`config.mk`:
```
export PLATFORM = sky130hd
export DESIGN_NAME = rmp_top
export DESIGN_NICKNAME = d
export VERILOG_FILES = /design/src/logic/rmp_pkg.sv /design/src/logic/rmp_io_if.sv /design/src/logic/rmp_pad_gate.sv /design/src/logic/rmp_top.sv
export SDC_FILE = /design/constraint.sdc
export NUM_CORES = 1
export LEC_CHECK = 0
export ABC_AREA = 1
export BUFFER_PORTS_ARGS = -buffer_cell sky130_fd_sc_hd__clkbuf_2
export CELL_PAD_IN_SITES_DETAIL_PLACEMENT = 0
export CELL_PAD_IN_SITES_GLOBAL_PLACEMENT = 1
export CORE_MARGIN = 8
export CORE_UTILIZATION = 40
export CTS_CLUSTER_DIAMETER = 120
export DETAILED_ROUTE_END_ITERATION = 10
export PLACE_DENSITY = 0.85
export SLEW_MARGIN = 15
export SYNTH_ARGS = -nofsm -noshare
export SYNTH_HDL_FRONTEND = slang
export SYNTH_SLANG_ARGS = --single-unit
```
`constraint.sdc`:
```
create_clock -name clk_i -period 2.9 [get_ports clk_i]
set_input_delay 0 -clock clk_i [delete_from_list [all_inputs] [get_ports clk_i]]
set_output_delay 0 -clock clk_i [all_outputs]
set_load 0.1 [all_outputs]
```
`src/logic/rmp_pkg.sv`:
```
// Constants and types for the reset and mirror park control block
package rmp_pkg;
  // ----------------------------------------
  // Timing
  // ----------------------------------------
  localparam int unsigned CLK_HZ = 50_000_000;
  localparam int unsigned FAST_PARK_US = 40;
  localparam int unsigned NORMAL_PARK_MS = 20;
  localparam int unsigned CFG_QUIET_MS = 500;
  localparam int unsigned FAST_PARK_CYC = FAST_PARK_US * (CLK_HZ / 1_000_000);
  localparam int unsigned NORMAL_PARK_CYC = NORMAL_PARK_MS * (CLK_HZ / 1000);
  localparam int unsigned CFG_QUIET_CYC = CFG_QUIET_MS * (CLK_HZ / 1000);
  localparam int unsigned INIT_CYC_DEF = 64;
  localparam int unsigned CNT_W = 32;
  localparam int unsigned GP_W = 15;
  // ----------------------------------------
  // States
  // ----------------------------------------
  typedef enum logic [5:0] {
    ST_HOLD = 6'h01,
    ST_INIT = 6'h02,
    ST_RUN = 6'h04,
    ST_NPARK = 6'h08,
    ST_FPARK = 6'h10,
    ST_PARKED = 6'h20
  } rmp_state_type;
endpackage

```
`src/logic/rmp_io_if.sv`:
```
// Grouped output enables carried from the sequencer to the pad gate
interface rmp_io_if;
  logic pads_live;
  logic mirror_live;
  modport ctl (output pads_live, output mirror_live);
  modport pad (input pads_live, input mirror_live);
endinterface

```
`src/logic/rmp_pad_gate.sv`:
```
// Pad gating: floats or forces outputs low while the block is held
module rmp_pad_gate
  import rmp_pkg::*;
(
  rmp_io_if.pad io,
  input wire logic [GP_W-1:0] gp_out_i,
  input wire logic [GP_W-1:0] gp_oe_i,
  input wire logic [5:0] ser_out_i,
  input wire logic [1:0] sync_i,
  input wire logic [1:0] led_i,
  output logic [GP_W-1:0] general_pins_19_to_5_o,
  output logic [GP_W-1:0] general_pins_19_to_5_oe_o,
  output logic [5:0] ser_o,
  output logic [5:0] ser_oe_o,
  output logic [1:0] sync_o,
  output logic [1:0] sync_oe_o,
  output logic [1:0] led_o
);
  // ----------------------------------------
  // Per pin gating
  // ----------------------------------------
  for (genvar g = 0; g < GP_W; g++) begin : g_gp
    assign general_pins_19_to_5_o[g] = io.pads_live & gp_out_i[g];
    assign general_pins_19_to_5_oe_o[g] = io.pads_live & gp_oe_i[g];
  end
  assign ser_o = io.pads_live ? ser_out_i : 6'h00;
  assign ser_oe_o = {6{io.pads_live}};
  assign sync_o = io.pads_live ? sync_i : 2'h0;
  assign sync_oe_o = {2{io.pads_live}};
  assign led_o = io.mirror_live ? led_i : 2'h0;
endmodule

```
`src/logic/rmp_top.sv`:
```
// Reset and mirror park sequencer top level
module rmp_top
  import rmp_pkg::*;
#(
  parameter int unsigned INIT_CYC = INIT_CYC_DEF,
  parameter int unsigned FAST_CYC = FAST_PARK_CYC,
  parameter int unsigned NORMAL_CYC = NORMAL_PARK_CYC
) (
  input wire logic clk_i,
  input wire logic rst_i,
  input wire logic power_on_reset_low_i,
  input wire logic fast_mirror_stop_low_i,
  input wire logic normal_mirror_stop_request_low_i,
  input wire logic service_req_i,
  input wire logic [1:0] light_source_req_i,
  input wire logic [1:0] sync_req_i,
  input wire logic [5:0] serial_req_i,
  input wire logic [GP_W-1:0] gp_out_req_i,
  input wire logic [GP_W-1:0] gp_oe_req_i,
  output logic light_source_select_0_o,
  output logic light_source_select_1_o,
  output logic mirror_driver_enable_reset_low_o,
  output logic [1:0] sync_output_o,
  output logic [1:0] sync_output_oe_o,
  output logic [5:0] serial_o,
  output logic [5:0] serial_oe_o,
  output logic [GP_W-1:0] general_pins_19_to_5_o,
  output logic [GP_W-1:0] general_pins_19_to_5_oe_o,
  output logic host_irq_o,
  output logic host_irq_oe_o,
  output logic init_done_o,
  output logic parked_o
);
  rmp_state_type state_r;
  rmp_state_type state_nxt;
  logic [CNT_W-1:0] cnt_r;
  logic [1:0] rst_sync_r;
  logic rst_seen_r;
  logic hold;
  logic rise;
  logic [1:0] led_r;
  logic [1:0] sync_r;
  logic [5:0] ser_r;
  logic [GP_W-1:0] gp_r;
  logic [GP_W-1:0] gpoe_r;
  logic irq_r;
  logic [1:0] led_w;
  rmp_io_if io ();

  // ----------------------------------------
  // Reset input synchroniser
  // ----------------------------------------
  always_ff @(posedge clk_i or posedge rst_i) begin
    if (rst_i) begin
      rst_sync_r <= 2'h0;
      rst_seen_r <= 1'b0;
    end else begin
      rst_sync_r <= {rst_sync_r[0], power_on_reset_low_i};
      rst_seen_r <= rst_sync_r[1];
    end
  end
  assign hold = ~rst_sync_r[1];
  assign rise = rst_sync_r[1] & ~rst_seen_r;

  // ----------------------------------------
  // Sequencer
  // ----------------------------------------
  always_comb begin
    state_nxt = state_r;
    case (state_r)
      ST_HOLD: begin
        if (rise) begin
          state_nxt = ST_INIT;
        end
      end
      ST_INIT: begin
        if (!fast_mirror_stop_low_i) begin
          state_nxt = ST_FPARK;
        end else if (cnt_r == CNT_W'(INIT_CYC - 1)) begin
          state_nxt = ST_RUN;
        end
      end
      ST_RUN: begin
        if (!fast_mirror_stop_low_i) begin
          state_nxt = ST_FPARK;
        end else if (!normal_mirror_stop_request_low_i) begin
          state_nxt = ST_NPARK;
        end
      end
      ST_NPARK: begin
        if (!fast_mirror_stop_low_i) begin
          state_nxt = ST_FPARK;
        end else if (cnt_r == CNT_W'(NORMAL_CYC - 1)) begin
          state_nxt = ST_PARKED;
        end
      end
      ST_FPARK: begin
        if (cnt_r == CNT_W'(FAST_CYC - 1)) begin
          state_nxt = ST_PARKED;
        end
      end
      ST_PARKED: begin
        if (fast_mirror_stop_low_i && normal_mirror_stop_request_low_i) begin
          state_nxt = ST_INIT;
        end
      end
      default: begin
        state_nxt = ST_HOLD;
      end
    endcase
    if (hold) begin
      state_nxt = ST_HOLD;
    end
  end

  always_ff @(posedge clk_i or posedge rst_i) begin
    if (rst_i) begin
      state_r <= ST_HOLD;
    end else begin
      state_r <= state_nxt;
    end
  end

  always_ff @(posedge clk_i or posedge rst_i) begin
    if (rst_i) begin
      cnt_r <= '0;
    end else if (state_nxt != state_r) begin
      cnt_r <= '0;
    end else begin
      cnt_r <= cnt_r + CNT_W'(1);
    end
  end

  // ----------------------------------------
  // Registered outputs
  // ----------------------------------------
  always_ff @(posedge clk_i or posedge rst_i) begin
    if (rst_i) begin
      led_r <= 2'h0;
      sync_r <= 2'h0;
      ser_r <= 6'h00;
      gp_r <= '0;
      gpoe_r <= '0;
      irq_r <= 1'b0;
    end else begin
      led_r <= light_source_req_i;
      sync_r <= sync_req_i;
      ser_r <= serial_req_i;
      gp_r <= gp_out_req_i;
      gpoe_r <= gp_oe_req_i;
      irq_r <= (state_r == ST_INIT) | service_req_i;
    end
  end

  assign io.pads_live = ~hold && (state_r != ST_HOLD);
  assign io.mirror_live = ~hold && (state_r == ST_RUN);

  rmp_pad_gate u_gate (
    .io(io.pad),
    .gp_out_i(gp_r),
    .gp_oe_i(gpoe_r),
    .ser_out_i(ser_r),
    .sync_i(sync_r),
    .led_i(led_r),
    .general_pins_19_to_5_o(general_pins_19_to_5_o),
    .general_pins_19_to_5_oe_o(general_pins_19_to_5_oe_o),
    .ser_o(serial_o),
    .ser_oe_o(serial_oe_o),
    .sync_o(sync_output_o),
    .sync_oe_o(sync_output_oe_o),
    .led_o(led_w)
  );
  assign light_source_select_0_o = led_w[0];
  assign light_source_select_1_o = led_w[1];
  assign mirror_driver_enable_reset_low_o = io.mirror_live;
  assign host_irq_o = irq_r & io.pads_live;
  assign host_irq_oe_o = io.pads_live;
  assign init_done_o = (state_r == ST_RUN);
  assign parked_o = (state_r == ST_PARKED);

  // ----------------------------------------
  // Checks
  // ----------------------------------------
  property p_hold_quiet;
    @(posedge clk_i) disable iff (rst_i)
    hold |-> (serial_oe_o == 6'h00 && sync_output_oe_o == 2'h0
      && general_pins_19_to_5_oe_o == '0 && !host_irq_oe_o);
  endproperty
  a_hold_quiet: assert property (p_hold_quiet) else $error("pads driven");

  property p_hold_low;
    @(posedge clk_i) disable iff (rst_i)
    hold |-> !mirror_driver_enable_reset_low_o && !light_source_select_0_o
      && !light_source_select_1_o;
  endproperty
  a_hold_low: assert property (p_hold_low) else $error("not low in reset");

  property p_start;
    @(posedge clk_i) disable iff (rst_i)
    (rise && state_r == ST_HOLD) |=> state_r == ST_INIT;
  endproperty
  a_start: assert property (p_start) else $error("no init start");

  property p_fast_only;
    @(posedge clk_i) disable iff (rst_i)
    (state_r == ST_RUN && !fast_mirror_stop_low_i && !hold)
      |=> state_r == ST_FPARK;
  endproperty
  a_fast_only: assert property (p_fast_only) else $error("run w/o fast hi");

  property p_switch;
    @(posedge clk_i) disable iff (rst_i)
    (state_r == ST_NPARK && !fast_mirror_stop_low_i && !hold)
      |=> state_r == ST_FPARK;
  endproperty
  a_switch: assert property (p_switch) else $error("no fast switch");

  property p_fast_len;
    @(posedge clk_i) disable iff (rst_i)
    (state_r == ST_FPARK) |-> cnt_r < CNT_W'(FAST_CYC);
  endproperty
  a_fast_len: assert property (p_fast_len) else $error("fast park long");

  property p_norm_len;
    @(posedge clk_i) disable iff (rst_i)
    (state_r == ST_NPARK) |-> cnt_r < CNT_W'(NORMAL_CYC);
  endproperty
  a_norm_len: assert property (p_norm_len) else $error("park too long");

  property p_sync_hold;
    @(posedge clk_i) disable iff (rst_i)
    $fell(rst_sync_r[1]) |=> state_r == ST_HOLD;
  endproperty
  a_sync_hold: assert property (p_sync_hold) else $error("live in reset");

  property p_idle_inactive;
    @(posedge clk_i) disable iff (rst_i)
    (state_r == ST_HOLD) |-> !init_done_o && !host_irq_o;
  endproperty
  a_idle_inactive: assert property (p_idle_inactive) else $error("active");
endmodule

```
; Yosys cells after proc, flatten, opt, wreduce, memory -nomap -nowiden
; Index checks and enable logic that the tools add are counted.
; Widths: inputs -> output; s select.
[op_classes]
addsub = 1
mux = 15
reduce_logical = 3
bitwise = 34
eq_ne = 11
[ops]
columns = operator, count
row1 = $mux 6, 11
row2 = $pmux 6 s6, 1
row3 = $add 32x1->32 const B, 1
row4 = $and 1x1->1, 32
row5 = $eq 32x11->1 const B, 1
row6 = $eq 32x20->1 const B, 1
row7 = $eq 32x6->1 const B, 1
row8 = $mux 32, 1
row9 = $eq 6x1->1 const B, 1
row10 = $eq 6x2->1 const B, 1
row11 = $eq 6x3->1 const B, 1
row12 = $eq 6x4->1 const B, 1
row13 = $eq 6x5->1 const B, 1
row14 = $eq 6x6->1 const B, 1
row15 = $ne 6x1->1 const B, 1
row16 = $ne 6x6->1, 1
row17 = $mux 2, 2
row18 = $logic_and 1x1->1, 3
row19 = $not 1->1, 1
row20 = $or 1x1->1, 1
[totals]
wordCells = 74
out_inout_bits = 53
regBits = 82

; Depth between registers and ports, before layout
; Gate-level depths: netlist of run 1.
[depth]
ltp_word = 7
depth_mapped = 15
mapped_depth_nobuf = 14

; Cells and area by module
; From an unflattened synthesis of run 1, not the netlist that was laid out.
[unflattened]
hier_cells = 491
area_unflattened_um2 = 4008.8
[modules_own_cells]
columns = mod, cells_each, instances, seq_area_each_um2, area_each_um2
row1 = rmp_top, 399, 1, 2053.2, 3613.5
row2 = rmp_pad_gate, 92, 1, 0.0, 395.4

; Least setup slack after synthesis of run 1
; No wires, ideal clock.
[synth_timing]
path_type = reg2out
from = register state_r[4]
to = output general_pins_19_to_5_o[0]
t_arrival_ps = 4123
path_stages_with_launch = 11
slack_ps = -1223
path_cell_list = dfrtp_1 -> nor2_1 -> nand2_1 -> inv_2 -> nand2_1 -> inv_1 -> nor2_1 -> inv_1 -> buf_2 -> buf_1 -> nor2_1
[synth_via]
elab_chain_len = 3
[synth_lines]
columns = item, line
row1 = from (decl), rmp_top.sv:34  ; rmp_state_type state_r;
row2 = from (signal assigned), rmp_top.sv:120  ; state_r <= state_nxt;
row3 = $ne 6x1->1, rmp_top.sv:155  ; assign io.pads_live = ~hold && (state_r != ST_HOLD);
row4 = $logic_and 1x1->1, rmp_top.sv:155
row5 = net host_irq_oe_o, rmp_top.sv:30  ; output logic host_irq_oe_o,
row6 = $and 1x1->1, rmp_pad_gate.sv:23  ; assign general_pins_19_to_5_o[g] = io.pads_live & gp_out_i[g];
row7 = to (decl), rmp_top.sv:27  ; output logic [GP_W-1:0] general_pins_19_to_5_o,
; The timed path passes the listed nets, and every way through them passes these cells.

; Final worst setup path of run 1
[layout_timing]
from = register cnt_r[0]
to = register cnt_r[26]
[layout_via]
elab_chain_len = 7
word_cells_on_any_way = 13
classes_between = add/sub: 1 / eq/ne: 4 / mux: 8
[layout_lines]
columns = item, line
row1 = from (decl), rmp_top.sv:36  ; logic [CNT_W-1:0] cnt_r;
row2 = from (signal assigned), rmp_top.sv:130  ; cnt_r <= cnt_r + CNT_W'(1);
row3 = $eq 32x20->1 or $eq 32x6->1 (tied branches), "rmp_top.sv:93, rmp_top.sv:79"
row4 = $mux 6 (on tied branches), "rmp_top.sv:93, rmp_top.sv:79"
row5 = $mux 6 (on tied branches), "rmp_top.sv:91, rmp_top.sv:77"
row6 = $pmux 6 s6, rmp_top.sv:70  ; case (state_r)
row7 = $mux 6, rmp_top.sv:111  ; if (hold) begin
row8 = $ne 6x6->1, rmp_top.sv:127  ; end else if (state_nxt != state_r) begin
row9 = $mux 32 (*), rmp_top.sv:127
; Mark *: on every way between the ends. The rest lies on a longest branch, timed or not.

==> results by group, run 1 <==
STA
  – Highest Clock Rate: between 400 and 500 MHz
  – Setup violation total in the final timing report: 0
  – Final Max Slew Viols: 0
  – Setup slack of the critical path after layout: 0.406 ns
  – Minimum hold slack: 0.124 ns
  – Slew @ Worst Pin: 0.849 ns
  – Worst Clk Skew: ~0.011 ns
  – Unrepaired setup endpoints after global routing: no
  – Worst-case headroom to the max-slew limit: a little over two fifths
  – Time the final worst path needs with I/O delays and setup: 2.49 ns
  – Final hold violation count: 0
  – Fraction of the cycle the final worst path needs: a little under nine tenths

Layout
  – Share of layout cells above drive strength 1: 31.3%
  – Leading cell types in the layout, fill and taps excluded: sky130_fd_sc_hd__clkbuf_2 (98), sky130_fd_sc_hd__nand2_1 (88), sky130_fd_sc_hd__dfrtp_1 (81)
  – Synthesis-to-layout area growth: 28.7%
  – Commonest non-fill, non-tap cell in the layout: sky130_fd_sc_hd__clkbuf_2
  – Utilization of the core after routing: around half
  – Number of standard cells in the layout, taps in and fillers out: 798
  – Layout Nets: 700
  – Antenna diode count: 0

Routing
  – Via-to-Cell Ratio: about 4.7
  – Per-cell routed wire length: 13.6 um
  – DRT iter0 DRCs: approximately 200
  – Sum of routed wire length over all layers: about 11 mm
  – Vias: 3,727
  – Total DRC errors in the routed layout: 0
  – Final ANT Viol Nets: 0
  – First-pass DRT Iterations: 5

CTS
  – Buffer cell driving the clock tree root: sky130_fd_sc_hd__clkbuf_8
  – TritonCTS sink count: a little over 80
  – Total number of H-tree levels: 3
  – Maximum clock insertion buffer count: 2
  – TritonCTS clock tree: yes
  – Clock-pin slew on the worst setup and hold paths: 0.09 ns
  – Clock latency at the later pin of the worst-skew pair: roughly 0.36 ns
  – Number of clock buffers inserted by TritonCTS: 9
  – Number of setup buffers added after CTS: 0

GRT
  – Via count of the first global-routing pass: 3,642
  – Initial antenna violation count: 0
  – Largest net degree at the start of global routing: 50
  – Aggregate global-route resource usage: 15.6%
  – Global-route wire length before repair: roughly 18 mm
  – Global-route congestion overflow total: 0

Floorplanning
  – Die area: between 10,000 and 15,000 um2
  – Die outline width: 120 um
  – Starting utilization of the core area: 40.3%
  – Ports placed on the boundary: 99
  – Area inside the core boundary: 10,700 um2
  – Count of standard-cell rows: 38
  – Die height: about 120 um

Synth
  – Post-Synthesis Net Count: ~560
  – Seq/Total Area, Yosys: roughly 48%
  – Combined area of all synthesized cells: 4310 um2
  – Compound-gate portion of the synthesized area: 0.928%
  – Adder-Cell Fraction of Synth Area: less than 1%
  – Number of distinct library cell variants in the gate-level netlist after synthesis: 33
  – Main combinational cell family by area after synthesis: simple AND/OR/NAND/NOR gates
  – Syn_area_per_cell: 8.37 um2
  – Count of mapped cells out of synthesis: 515
  – Fraction of synthesized cell area in xor and xnor cells: under 10%
  – Simple-gate portion of the synthesized area: 33.3%
  – Synthesis-stage register bit count: 82
  – Multiplexer fraction of the synthesized cell area: 0%
  – Yosys warning count: 0

Power and ir drop
  – Cell leakage power: 2.73 nW
  – Overall power after layout: ~2.7 mW
  – P_int: 1.78 mW
  – Switch Pwr: 0.916 mW
  – Net switching fraction of the power: 34.0%
  – Proportion of power drawn by flip-flops and latches: 45.7%
  – Power per Cell Area: 485 nW/um2
  – Part of the total power dissipated in combinational logic: 22.7%
  – IR drop worst, VDD: 0.300 mV
  – Power share of the clock group: a little under a third

Critical path
  – Maximum fanout encountered on the critical timing path: 32
  – Highest cell delay on the worst timing path: 0.56 ns
  – CP Data Required Time: 3.16 ns
  – Critical path buffer and inverter count: 1
  – Type of the setup path with the least slack: reg -> reg
  – Crit-path most repeated cell: sky130_fd_sc_hd__nand2_1
  – CP endpoint kind: flip-flop
  – Category of cells accounting for the largest share of critical-path delay: simple AND/OR/NAND/NOR gates
  – Data arrival time of the critical path: 2.75 ns
  – Series of cell instances along the critical path: ha_1, nand3_2, inv_2, nand2_2, nor2_2, nand2_1, nand2_1, nand2_1, nand2_1, nand2_1, nand2_1, nand4_4, nor3_2
  – Critical-path cell with the highest stage delay: sky130_fd_sc_hd__nand4_4
  – Worst Setup Start Kind: flip-flop

Placement
  – HPWL after detailed placement: 7.91 mm
  – Total instance count after detailed placement: 739
  – Buffers added on ports: 98
  – Placer Congestion: approximately 0.86
  – Pre-CTS worst setup slack: 0.399 ns

Status
  – Status: complete, no violations

Hold path
  – Worst min path class: in -> reg

Job
  – Max capacitance violation total: 0
## final timing paths
path | endpoint | slack, ns | start | depth (start not counted)
max | cnt_r[26]$_DFF_PP0_ | 0.41 | cnt_r[0]$_DFF_PP0_ | 13
min in group asynchronous | gp_r[1]$_DFF_PP0_ | 0.32 | rst_i | 3
max in group asynchronous | state_r[0]$_DFF_PP1_ | 1.74 | rst_i | 4
min reg2reg | rst_sync_r[1]$_DFF_PP0_ | 0.36 | rst_sync_r[0]$_DFF_PP0_ | 0
max reg2reg | cnt_r[26]$_DFF_PP0_ | 0.41 | cnt_r[0]$_DFF_PP0_ | 13
min | state_r[3]$_DFF_PP0_ | 0.12 | normal_mirror_stop_request_low_i | 6
## state kept, by name (all words and copies together) (netlist names)
| signal | count |
|---|---|
| gpoe_r | 15 |
| cnt_r | 32 |
| rst_seen_r | 1 |
| ser_r | 6 |
| irq_r | 1 |
| led_r | 2 |
| state_r | 6 |
| gp_r | 15 |
| sync_r | 2 |
| rst_sync_r | 2 |
## final cells by class
cell class	instances	area [um2]
well taps	140	175
flip-flops and latches	82	2050
multi-input cells	319	1780
clock buffers	10	138
fillers	980	5150
clock inverters	6	72.6
inverters	95	358
repair buffers	146	971
## through the flow
step / setup TNS, ns / instance area (um2)
5_1_grt: 0 / 5550
4_1_cts: 0 / 5550
6_report: 0 / 5550
3_5_place_dp: 0 / 4910
2_1_floorplan: -0.235 / 4350
3_3_place_gp: 0 / 4910
## cell usage after synthesis
| cell | instances | area (um2) |
|---|---|---|
| sky130_fd_sc_hd__nand2_1 | 88 | 330 |
| sky130_fd_sc_hd__nor2_1 | 82 | 308 |
| sky130_fd_sc_hd__dfrtp_1 | 81 | 2030 |
| sky130_fd_sc_hd__inv_1 | 80 | 300 |
| sky130_fd_sc_hd__nor3_2 | 31 | 310 |
| sky130_fd_sc_hd__xor2_1 | 28 | 245 |
| sky130_fd_sc_hd__nand3_1 | 20 | 100 |
| sky130_fd_sc_hd__nor3_1 | 16 | 80.1 |
| sky130_fd_sc_hd__inv_2 | 14 | 52.6 |
| sky130_fd_sc_hd__nor2_2 | 13 | 81.3 |
| sky130_fd_sc_hd__nand2_2 | 10 | 62.6 |
| sky130_fd_sc_hd__buf_4 | 9 | 67.6 |
| sky130_fd_sc_hd__buf_6 | 6 | 67.6 |
| sky130_fd_sc_hd__nor4_1 | 6 | 37.5 |
| sky130_fd_sc_hd__a21oi_1 | 5 | 25.0 |
| sky130_fd_sc_hd__nand4_1 | 3 | 18.8 |
| sky130_fd_sc_hd__clkbuf_1 | 2 | 7.51 |
| sky130_fd_sc_hd__nand3_2 | 2 | 20.0 |
| sky130_fd_sc_hd__nand3b_1 | 2 | 15.0 |
| sky130_fd_sc_hd__nor3b_1 | 2 | 15.0 |
| sky130_fd_sc_hd__o21ai_1 | 2 | 10.0 |
| sky130_fd_sc_hd__xnor2_1 | 2 | 17.5 |
| sky130_fd_sc_hd__and2_1 | 1 | 6.26 |
| sky130_fd_sc_hd__buf_1 | 1 | 3.75 |
| sky130_fd_sc_hd__buf_2 | 1 | 5.00 |
| sky130_fd_sc_hd__clkinv_1 | 1 | 3.75 |
| sky130_fd_sc_hd__dfstp_2 | 1 | 26.3 |
| sky130_fd_sc_hd__ha_1 | 1 | 12.5 |
| sky130_fd_sc_hd__nand4_2 | 1 | 12.5 |
| sky130_fd_sc_hd__nand4_4 | 1 | 21.3 |
| sky130_fd_sc_hd__nor2_4 | 1 | 11.3 |
| sky130_fd_sc_hd__o21ai_0 | 1 | 5.00 |
| sky130_fd_sc_hd__or2_2 | 1 | 6.26 |
## cell families after synthesis
| logic type | after synthesis |
|---|---|
| AND/OR/NAND/NOR | 280 |
| adder cells (fa/ha/maj) | 1 |
| XOR/XNOR | 30 |
| flip-flops | 82 |
| buffers and inverters | 114 |
| AO/OA/AOI/OAI | 8 |
## power groups by stage
stage	Sequential (mW)	Combinational [mW]	Clock (mW)
2_1_floorplan	1.24	0.480	0
3_3_place_gp	1.25	0.560	0
5_1_grt	1.24	0.649	0.939
3_5_place_dp	1.25	0.565	0
6_report	1.23	0.612	0.851
4_1_cts	1.23	0.615	0.889
## worst reg2reg max path: stages, from the launching register on
cell                      delay (ns)
sky130_fd_sc_hd__dfrtp_1        0.41
sky130_fd_sc_hd__ha_1           0.22
sky130_fd_sc_hd__nand3_2        0.14
sky130_fd_sc_hd__inv_2          0.11
sky130_fd_sc_hd__nand2_2        0.07
sky130_fd_sc_hd__nor2_2         0.13
sky130_fd_sc_hd__nand2_1        0.06
sky130_fd_sc_hd__nand2_1        0.06
sky130_fd_sc_hd__nand2_1        0.06
sky130_fd_sc_hd__nand2_1        0.09
sky130_fd_sc_hd__nand2_1        0.06
sky130_fd_sc_hd__nand2_1        0.10
sky130_fd_sc_hd__nand4_4        0.56
sky130_fd_sc_hd__nor3_2         0.33
## repair_timing
item	CTS	global route
hold buffers	43	0
gates resized for setup	0	0
setup endpoints to repair	0	0
hold endpoints to repair	89	0
## routing by layer
layer	up-vias	share of wire (%)	global-route usage [%]
met4	0	0.94	4.22
li1	1834	-	-
met5	-	0	0
met3	12	7.2	4.74
met1	1746	47	20.8
met2	135	45	24.2
Power figures use the tool's default switching activity.
==> inputs of run 2 (changes only) <==
--- a/config.mk
+++ b/config.mk
@@ -15,3 +15,3 @@
 export DETAILED_ROUTE_END_ITERATION = 10
-export PLACE_DENSITY = 0.85
+export PLACE_DENSITY_LB_ADDON = 0.1
 export SLEW_MARGIN = 15
--- a/constraint.sdc
+++ b/constraint.sdc
@@ -3,2 +3,2 @@
 set_output_delay 0 -clock clk_i [all_outputs]
-set_load 0.1 [all_outputs]
+set_load 0.005 [all_outputs]
==> run 2 against run 1 <==
- clock skew rose by 0.0026 ns
- design area decreased by 1.2%
- setup slack lost 0.044 ns
- register-to-register slack got worse by 0.04 ns
- flip-flop and latch count unchanged
- cell count did not move
- wire length decreased by 1.7%
- clock power decreased by 10%
==> results by group, run 2 (synthesis gave the netlist of run 1 again) <==
Status
  – Status: complete, no violations (unchanged)

Critical path
  – Category of cells accounting for the largest share of critical-path delay: simple AND/OR/NAND/NOR gates (unchanged)
  – Crit-path most repeated cell: sky130_fd_sc_hd__nand3_1 (was sky130_fd_sc_hd__nand2_1)
  – Highest cell delay on the worst timing path: 0.57 ns (was 0.56 ns)
  – Critical-path cell with the highest stage delay: sky130_fd_sc_hd__nand4_4 (unchanged)
  – Data arrival time of the critical path: 2.79 ns (was 2.75 ns)
  – Series of cell instances along the critical path: ha_1, nand3_2, inv_2, nand2_2, nor2_2, nand3_1, nand3_1, nand3_1, nand2_1, nand4_4, nor3_1 (was ha_1, nand3_2, inv_2, nand2_2, nor2_2, nand2_1, nand2_1, nand2_1, nand2_1, nand2_1, nand2_1, nand4_4, nor3_2)
  – CP Data Required Time: 3.15 ns (was 3.16 ns)
  – Critical path buffer and inverter count: 1 (unchanged)
  – Worst Setup Start Kind: flip-flop (unchanged)
  – CP endpoint kind: flip-flop (unchanged)
  – Maximum fanout encountered on the critical timing path: 32 (unchanged)
  – Type of the setup path with the least slack: reg -> reg (unchanged)

Placement
  – Placement Cell Area: 4880 um2 (was 4910 um2)
  – Buffers added on ports: 98 (unchanged)
  – Pre-CTS worst setup slack: 0.345 ns (was 0.399 ns)
  – Placer Congestion: 0.871 (was 0.863)
  – Total instance count after detailed placement: 739 (unchanged)
  – HPWL after detailed placement: 7.81 mm (was 7.91 mm)

Layout
  – Number of standard cells in the layout, taps in and fillers out: 798 (unchanged)
  – Register Area: 2050 um2 (unchanged)
  – Share of layout cells above drive strength 1: 29.5% (was 31.3%)
  – Antenna diode count: 0 (unchanged)
  – Multi-input combinational cell area: 1750 um2 (was 1780 um2)
  – Register with the highest flop count: cnt_r (unchanged)
  – Synthesis-to-layout area growth: 27.2% (was 28.7%)
  – Largest register FFs: 32 (unchanged)
  – Area of all placed cells without fillers: 5490 um2 (was 5550 um2)
  – Leading cell types in the layout, fill and taps excluded: sky130_fd_sc_hd__clkbuf_2 (98), sky130_fd_sc_hd__nand2_1 (88), sky130_fd_sc_hd__nor2_1 (82) (was sky130_fd_sc_hd__clkbuf_2 (98), sky130_fd_sc_hd__nand2_1 (88), sky130_fd_sc_hd__dfrtp_1 (81))
  – Filler Cells Inserted: 1,062 (was 980)
  – Commonest non-fill, non-tap cell in the layout: sky130_fd_sc_hd__clkbuf_2 (unchanged)
  – Top flop regs: cnt_r x32, gp_r x15, gpoe_r x15 (unchanged)
  – Layout Nets: 700 (unchanged)

Routing
  – Via-to-Cell Ratio: 4.47 (was 4.67)
  – DRT iter0 DRCs: 217 (was 199)
  – Sum of routed wire length over all layers: 10.6 mm (was 10.8 mm)
  – Total DRC errors in the routed layout: 0 (unchanged)
  – Final ANT Viol Nets: 0 (unchanged)
  – First-pass DRT Iterations: 4 (was 5)
  – Vias: 3,567 (was 3,727)
  – Per-cell routed wire length: 13.3 um (was 13.6 um)

STA
  – Slew @ Worst Pin: 0.730 ns (was 0.849 ns)
  – Unrepaired setup endpoints after global routing: no (unchanged)
  – Time the final worst path needs with I/O delays and setup: 2.54 ns (was 2.49 ns)
  – Worst Clk Skew: 0.0135 ns (was 0.0109 ns)
  – Minimum hold slack: 0.116 ns (was 0.124 ns)
  – Setup slack of the critical path after layout: 0.362 ns (was 0.406 ns)
  – Final Max Slew Viols: 0 (unchanged)
  – Fraction of the cycle the final worst path needs: 87.5% (was 86.0%)
  – Setup violation total in the final timing report: 0 (unchanged)
  – Worst-case headroom to the max-slew limit: 51.2% (was 43.4%)
  – Final hold violation count: 0 (unchanged)
  – Final setup TNS: 0 ns (unchanged)
  – Highest Clock Rate: 394 MHz (was 401 MHz)

GRT
  – Global-route congestion overflow total: 0 (unchanged)
  – Grt met2 use: 25.1% (was 24.2%)
  – Highest-utilization routing layer at the global route stage: met2 (unchanged)
  – Met3 Resource Use GR: 3.85% (was 4.74%)
  – Largest net degree at the start of global routing: 39 (was 50)
  – Initial antenna violation count: 0 (unchanged)
  – Via count of the first global-routing pass: 3,663 (was 3,642)
  – Aggregate global-route resource usage: 15.6% (about the same)
  – Met1 GRT Util: 20.1% (was 20.8%)
  – Global-route wire length before repair: 18.3 mm (about the same)

Floorplanning
  – Ports placed on the boundary: 99 (unchanged)
  – Count of standard-cell rows: 38 (unchanged)
  – Starting utilization of the core area: 40.3% (unchanged)
  – Die area: 14,400 um2 (unchanged)
  – Area inside the core boundary: 10,700 um2 (unchanged)
  – Die outline width: 120 um (unchanged)
  – Die height: 120 um (unchanged)

Hold path
  – Worst min path class: in -> reg (unchanged)

Power and ir drop
  – Cell leakage power: 2.71 nW (was 2.73 nW)
  – IR drop worst, VDD: 0.271 mV (was 0.300 mV)
  – Power per Cell Area: 426 nW/um2 (was 485 nW/um2)

CTS
  – Clock-pin slew on the worst setup and hold paths: 0.09 ns (about the same)
  – Maximum clock insertion buffer count: 2 (unchanged)
  – TritonCTS sink count: 82 (unchanged)
  – Total number of H-tree levels: 3 (unchanged)
  – TritonCTS clock tree: yes (unchanged)
  – Buffer cell driving the clock tree root: sky130_fd_sc_hd__clkbuf_8 (unchanged)
  – Quantity of gates resized following cts: 0 (unchanged)
  – Clock latency at the later pin of the worst-skew pair: 0.36 ns (about the same)
  – Number of clock buffers inserted by TritonCTS: 9 (unchanged)

Job
  – Max capacitance violation total: 0 (unchanged)
-- run 2: changes by cell type in the layout (fill, tap and decap cells not counted), sizes merged --
cell / before / now
clkinvlp: 1 / 2
bufinv: 1 / 0
-- run 2: power by group --
part           internal, mW  total [mW]  leakage [nW]  switching (mW)
sequential             1.20        1.23          1.04          0.0346
combinational         0.150       0.342          1.59           0.191
clock                 0.320       0.765        0.0835           0.445
-- run 2: repair_timing --
item | 4_1_cts | 5_1_grt
buffers inserted | 0 | 0
hold buffers | 43 | 0
endpoints found under the hold margin | 65 | 0
-- run 2: final timing paths --
kind	end	depth (start not counted)	slack, ns	startpoint
worst max-delay path	cnt_r[0]$_DFF_PP0_	11	0.36	cnt_r[0]$_DFF_PP0_
worst min-delay path	state_r[3]$_DFF_PP0_	6	0.12	normal_mirror_stop_request_low_i
worst max register to register	cnt_r[0]$_DFF_PP0_	11	0.36	cnt_r[0]$_DFF_PP0_
worst min register to register	rst_sync_r[1]$_DFF_PP0_	0	0.37	rst_sync_r[0]$_DFF_PP0_
max in group asynchronous	gpoe_r[3]$_DFF_PP0_	4	1.95	rst_i
min in group asynchronous	rst_sync_r[0]$_DFF_PP0_	3	0.17	rst_i
-- run 2: metrics by stage --
step | total power [mW] | utilization (%)
2_1_floorplan | 1.46 | -
3_3_place_gp | 1.55 | 45.6
3_5_place_dp | 1.55 | 45.6
4_1_cts | 2.39 | 51.3
5_1_grt | 2.47 | 51.3
6_report | 2.34 | 51.3
-- run 2: tightest hold or removal path, cell delays in order --
cell                       delay, ns
sky130_fd_sc_hd__clkbuf_2       0.11
sky130_fd_sc_hd__a21oi_1        0.07
sky130_fd_sc_hd__nand2_1        0.07
sky130_fd_sc_hd__nand2_1        0.07
sky130_fd_sc_hd__nand2_1        0.07
sky130_fd_sc_hd__inv_1          0.04
-- run 2: layer usage --
| metal | part of all wire [%] | up-vias | wire length, um |
|---|---|---|---|
| met5 | 0 | - | 0 |
| met4 | 2.1 | 0 | 221 |
| met3 | 5.0 | 16 | 527 |
| met2 | 47 | 81 | 5020 |
| met1 | 46 | 1642 | 4860 |
| li1 | - | 1828 | - |
-- run 2: layout make-up --
| cell class | count | share of cell area (%) |
|---|---|---|
| clock inverter | 6 | 0.912 |
| timing repair buffer | 146 | 17.7 |
| clock buffer | 10 | 2.33 |
| sequential | 82 | 37.4 |
| multi-input combinational | 319 | 31.9 |
| tap | 140 | 3.19 |
| inverter | 95 | 6.52 |
==> inputs of run 3 (changes only) <==
clock period = 2.5 ns   (was 2.9 ns; I/O delays follow)
==> run 3 against run 2 <==
- power grew 17%
- sequential power grew 15%
- hold slack lost 0.017 ns
- design area grew 0.52%
- critical path depth shrank 1
- utilization grew 0.27 points
- combinational power grew 18%
- flip-flop and latch count is the same
- highest routed layer unchanged
==> results by group, run 3 (synthesis gave the netlist of run 1 again) <==
Status
  – Status: complete, no violations (unchanged)

Layout
  – Largest register FFs: 32 (unchanged)
  – Antenna diode count: 0 (unchanged)
  – Share of layout cells above drive strength 1: 29.7% (was 29.5%)
  – Register with the highest flop count: cnt_r (unchanged)
  – Layout Nets: 701 (was 700)
  – Number of standard cells in the layout, taps in and fillers out: 799 (was 798)
  – Leading cell types in the layout, fill and taps excluded: sky130_fd_sc_hd__clkbuf_2 (98), sky130_fd_sc_hd__nand2_1 (88), sky130_fd_sc_hd__nor2_1 (82) (unchanged)
  – Commonest non-fill, non-tap cell in the layout: sky130_fd_sc_hd__clkbuf_2 (unchanged)
  – Top flop regs: cnt_r x32, gp_r x15, gpoe_r x15 (unchanged)
  – Synthesis-to-layout area growth: 27.9% (was 27.2%)
  – Filler Cells Inserted: 1,035 (was 1,062)

Power and ir drop
  – Net switching fraction of the power: 28.5% (was 28.7%)
  – P_int: 1.96 mW (was 1.67 mW)
  – Proportion of power drawn by flip-flops and latches: 51.9% (was 52.6%)
  – Switch Pwr: 0.781 mW (was 0.671 mW)
  – Overall power after layout: 2.74 mW (was 2.34 mW)
  – Part of the total power dissipated in combinational logic: 14.8% (was 14.6%)
  – Power per Cell Area: 497 nW/um2 (was 426 nW/um2)
  – IR drop worst, VDD: 0.291 mV (was 0.271 mV)
  – Cell leakage power: 2.72 nW (was 2.71 nW)
  – Power share of the clock group: 33.4% (was 32.7%)

Routing
  – First-pass DRT Iterations: 4 (unchanged)
  – Final ANT Viol Nets: 0 (unchanged)
  – Per-cell routed wire length: 13.3 um (about the same)
  – Total DRC errors in the routed layout: 0 (unchanged)
  – Sum of routed wire length over all layers: 10.6 mm (about the same)
  – Via-to-Cell Ratio: 4.45 (was 4.47)
  – Vias: 3,557 (was 3,567)
  – DRT iter0 DRCs: 282 (was 217)

STA
  – Fraction of the cycle the final worst path needs: 88.4%
  – Unrepaired setup endpoints after global routing: no (unchanged)
  – Minimum hold slack: 0.0987 ns (was 0.116 ns)
  – Highest Clock Rate: 452 MHz
  – Final hold violation count: 0 (unchanged)
  – Worst Clk Skew: 0.00915 ns (was 0.0135 ns)
  – Final Max Slew Viols: 0 (unchanged)
  – Worst-case headroom to the max-slew limit: 34.5% (was 51.2%)
  – Slew @ Worst Pin: 0.982 ns (was 0.730 ns)
  – Time the final worst path needs with I/O delays and setup: 2.21 ns
  – Final setup TNS: 0 ns (unchanged)
  – Setup violation total in the final timing report: 0 (unchanged)

CTS
  – Quantity of gates resized following cts: 0 (unchanged)
  – TritonCTS sink count: 82 (unchanged)
  – Number of clock buffers inserted by TritonCTS: 9 (unchanged)
  – Maximum clock insertion buffer count: 2 (unchanged)
  – Clock latency at the later pin of the worst-skew pair: 0.36 ns (about the same)
  – Clock-pin slew on the worst setup and hold paths: 0.09 ns (about the same)
  – Total number of H-tree levels: 3 (unchanged)
  – Buffer cell driving the clock tree root: sky130_fd_sc_hd__clkbuf_8 (unchanged)
  – TritonCTS clock tree: yes (unchanged)

GRT
  – Largest net degree at the start of global routing: 57 (was 39)
  – Global-route congestion overflow total: 0 (unchanged)
  – Via count of the first global-routing pass: 3,551 (was 3,663)
  – Initial antenna violation count: 0 (unchanged)
  – Global-route wire length before repair: 18.0 mm (was 18.3 mm)
  – Aggregate global-route resource usage: 15.5% (was 15.6%)

Placement
  – Buffers added on ports: 98 (unchanged)
  – Placer Congestion: 0.816 (was 0.871)
  – Total instance count after detailed placement: 740 (was 739)
  – HPWL after detailed placement: 7.57 mm (was 7.81 mm)

Critical path
  – Data arrival time of the critical path: 2.21 ns (was 2.79 ns)
  – Series of cell instances along the critical path: nor2_1, nand2_1, inv_2, nand2_1, inv_1, nor2_1, inv_1, buf_4, nor2_1, clkbuf_2 (was ha_1, nand3_2, inv_2, nand2_2, nor2_2, nand3_1, nand3_1, nand3_1, nand2_1, nand4_4, nor3_1)
  – Maximum fanout encountered on the critical timing path: 39 (was 32)
  – Type of the setup path with the least slack: reg -> out (was reg -> reg)
  – Critical-path cell with the highest stage delay: sky130_fd_sc_hd__nor2_1 (was sky130_fd_sc_hd__nand4_4)
  – Crit-path most repeated cell: sky130_fd_sc_hd__nor2_1 (was sky130_fd_sc_hd__nand3_1)
  – Category of cells accounting for the largest share of critical-path delay: simple AND/OR/NAND/NOR gates (unchanged)
  – CP Data Required Time: 2.50 ns (was 3.15 ns)
  – CP endpoint kind: output port (was flip-flop)
  – Worst Setup Start Kind: flip-flop (unchanged)
  – Highest cell delay on the worst timing path: 0.43 ns (was 0.57 ns)
  – Critical path buffer and inverter count: 5 (was 1)

Floorplanning
  – Ports placed on the boundary: 99 (unchanged)
  – Die outline width: 120 um (unchanged)
  – Area inside the core boundary: 10,700 um2 (unchanged)
  – Die height: 120 um (unchanged)
  – Count of standard-cell rows: 38 (unchanged)
  – Starting utilization of the core area: 40.3% (unchanged)
  – Die area: 14,400 um2 (unchanged)

Hold path
  – Worst min path class: in -> reg (unchanged)

Job
  – Max capacitance violation total: 0 (unchanged)
run 3: cell types whose count changed in the layout (fill, tap and decap cells not counted), sizes merged:
cell and delta:
buf +1, clkinv -1, clkinvlp +1
run 3: final timing paths:
| path | slack [ns] | cells past startpoint | from | to |
|---|---|---|---|---|
| worst max-delay path | 0.29 | 10 | state_r[5]$_DFF_PP0_ | general_pins_19_to_5_oe_o[3] |
| worst min-delay path | 0.1 | 6 | normal_mirror_stop_request_low_i | state_r[3]$_DFF_PP0_ |
| worst min register to register | 0.41 | 0 | rst_sync_r[0]$_DFF_PP0_ | rst_sync_r[1]$_DFF_PP0_ |
| worst max register to register | 0.45 | 14 | cnt_r[0]$_DFF_PP0_ | cnt_r[31]$_DFF_PP0_ |
| max in group asynchronous | 1.37 | 4 | rst_i | gp_r[12]$_DFF_PP0_ |
| min in group asynchronous | 0.37 | 3 | rst_i | ser_r[4]$_DFF_PP0_ |
run 3: metal layers:
layer	track usage [%]	up-vias	wire length (um)
met2	24.7	78	4920
met4	5.78	0	174
li1	-	1834	-
met5	0	-	0
met1	20.4	1633	5010
met3	3.10	12	517
run 3: through the flow:
| step | utilization [%] | setup slack, ns | area [um2] |
|---|---|---|---|
| detailed placement | 45.8 | 0.445 | 4900 |
| global placement | 45.8 | 0.454 | 4900 |
| floorplan | - | 0.393 | 4310 |
| finish | 51.6 | 0.290 | 5520 |
| global route | 51.6 | 0.0306 | 5520 |
| CTS | 51.6 | 0.268 | 5520 |
run 3: final cells by class:
| cell class | instances | area, um2 | share of cell area (%) |
|---|---|---|---|
| clock inverters | 6 | 48.8 | 0.885 |
| clock buffers | 10 | 138 | 2.50 |
| flip-flops and latches | 82 | 2050 | 37.2 |
| multi-input cells | 319 | 1750 | 31.8 |
| repair buffers | 147 | 991 | 18.0 |
| inverters | 95 | 358 | 6.49 |
| well taps | 140 | 175 | 3.18 |
run 3: power by group through the flow:
stage	clock [mW]	sequential [mW]	combinational, mW
floorplan	0	1.44	0.250
global placement	0	1.45	0.356
detailed placement	0	1.45	0.355
CTS	0.962	1.42	0.413
global route	1.00	1.43	0.455
finish	0.916	1.42	0.405
run 3: repair_timing:
item                                   in CTS  in global routing
endpoints found under the hold margin      95                  0
buffers inserted                            0                  0
hold buffers                               43                  0
run 3: tightest hold or removal path, stage by stage:
cell and delay (ns):
sky130_fd_sc_hd__clkbuf_2 0.11, sky130_fd_sc_hd__a21oi_1 0.07, sky130_fd_sc_hd__nand2_1 0.06, sky130_fd_sc_hd__nand2_1 0.06
sky130_fd_sc_hd__nand2_1 0.07, sky130_fd_sc_hd__inv_1 0.04
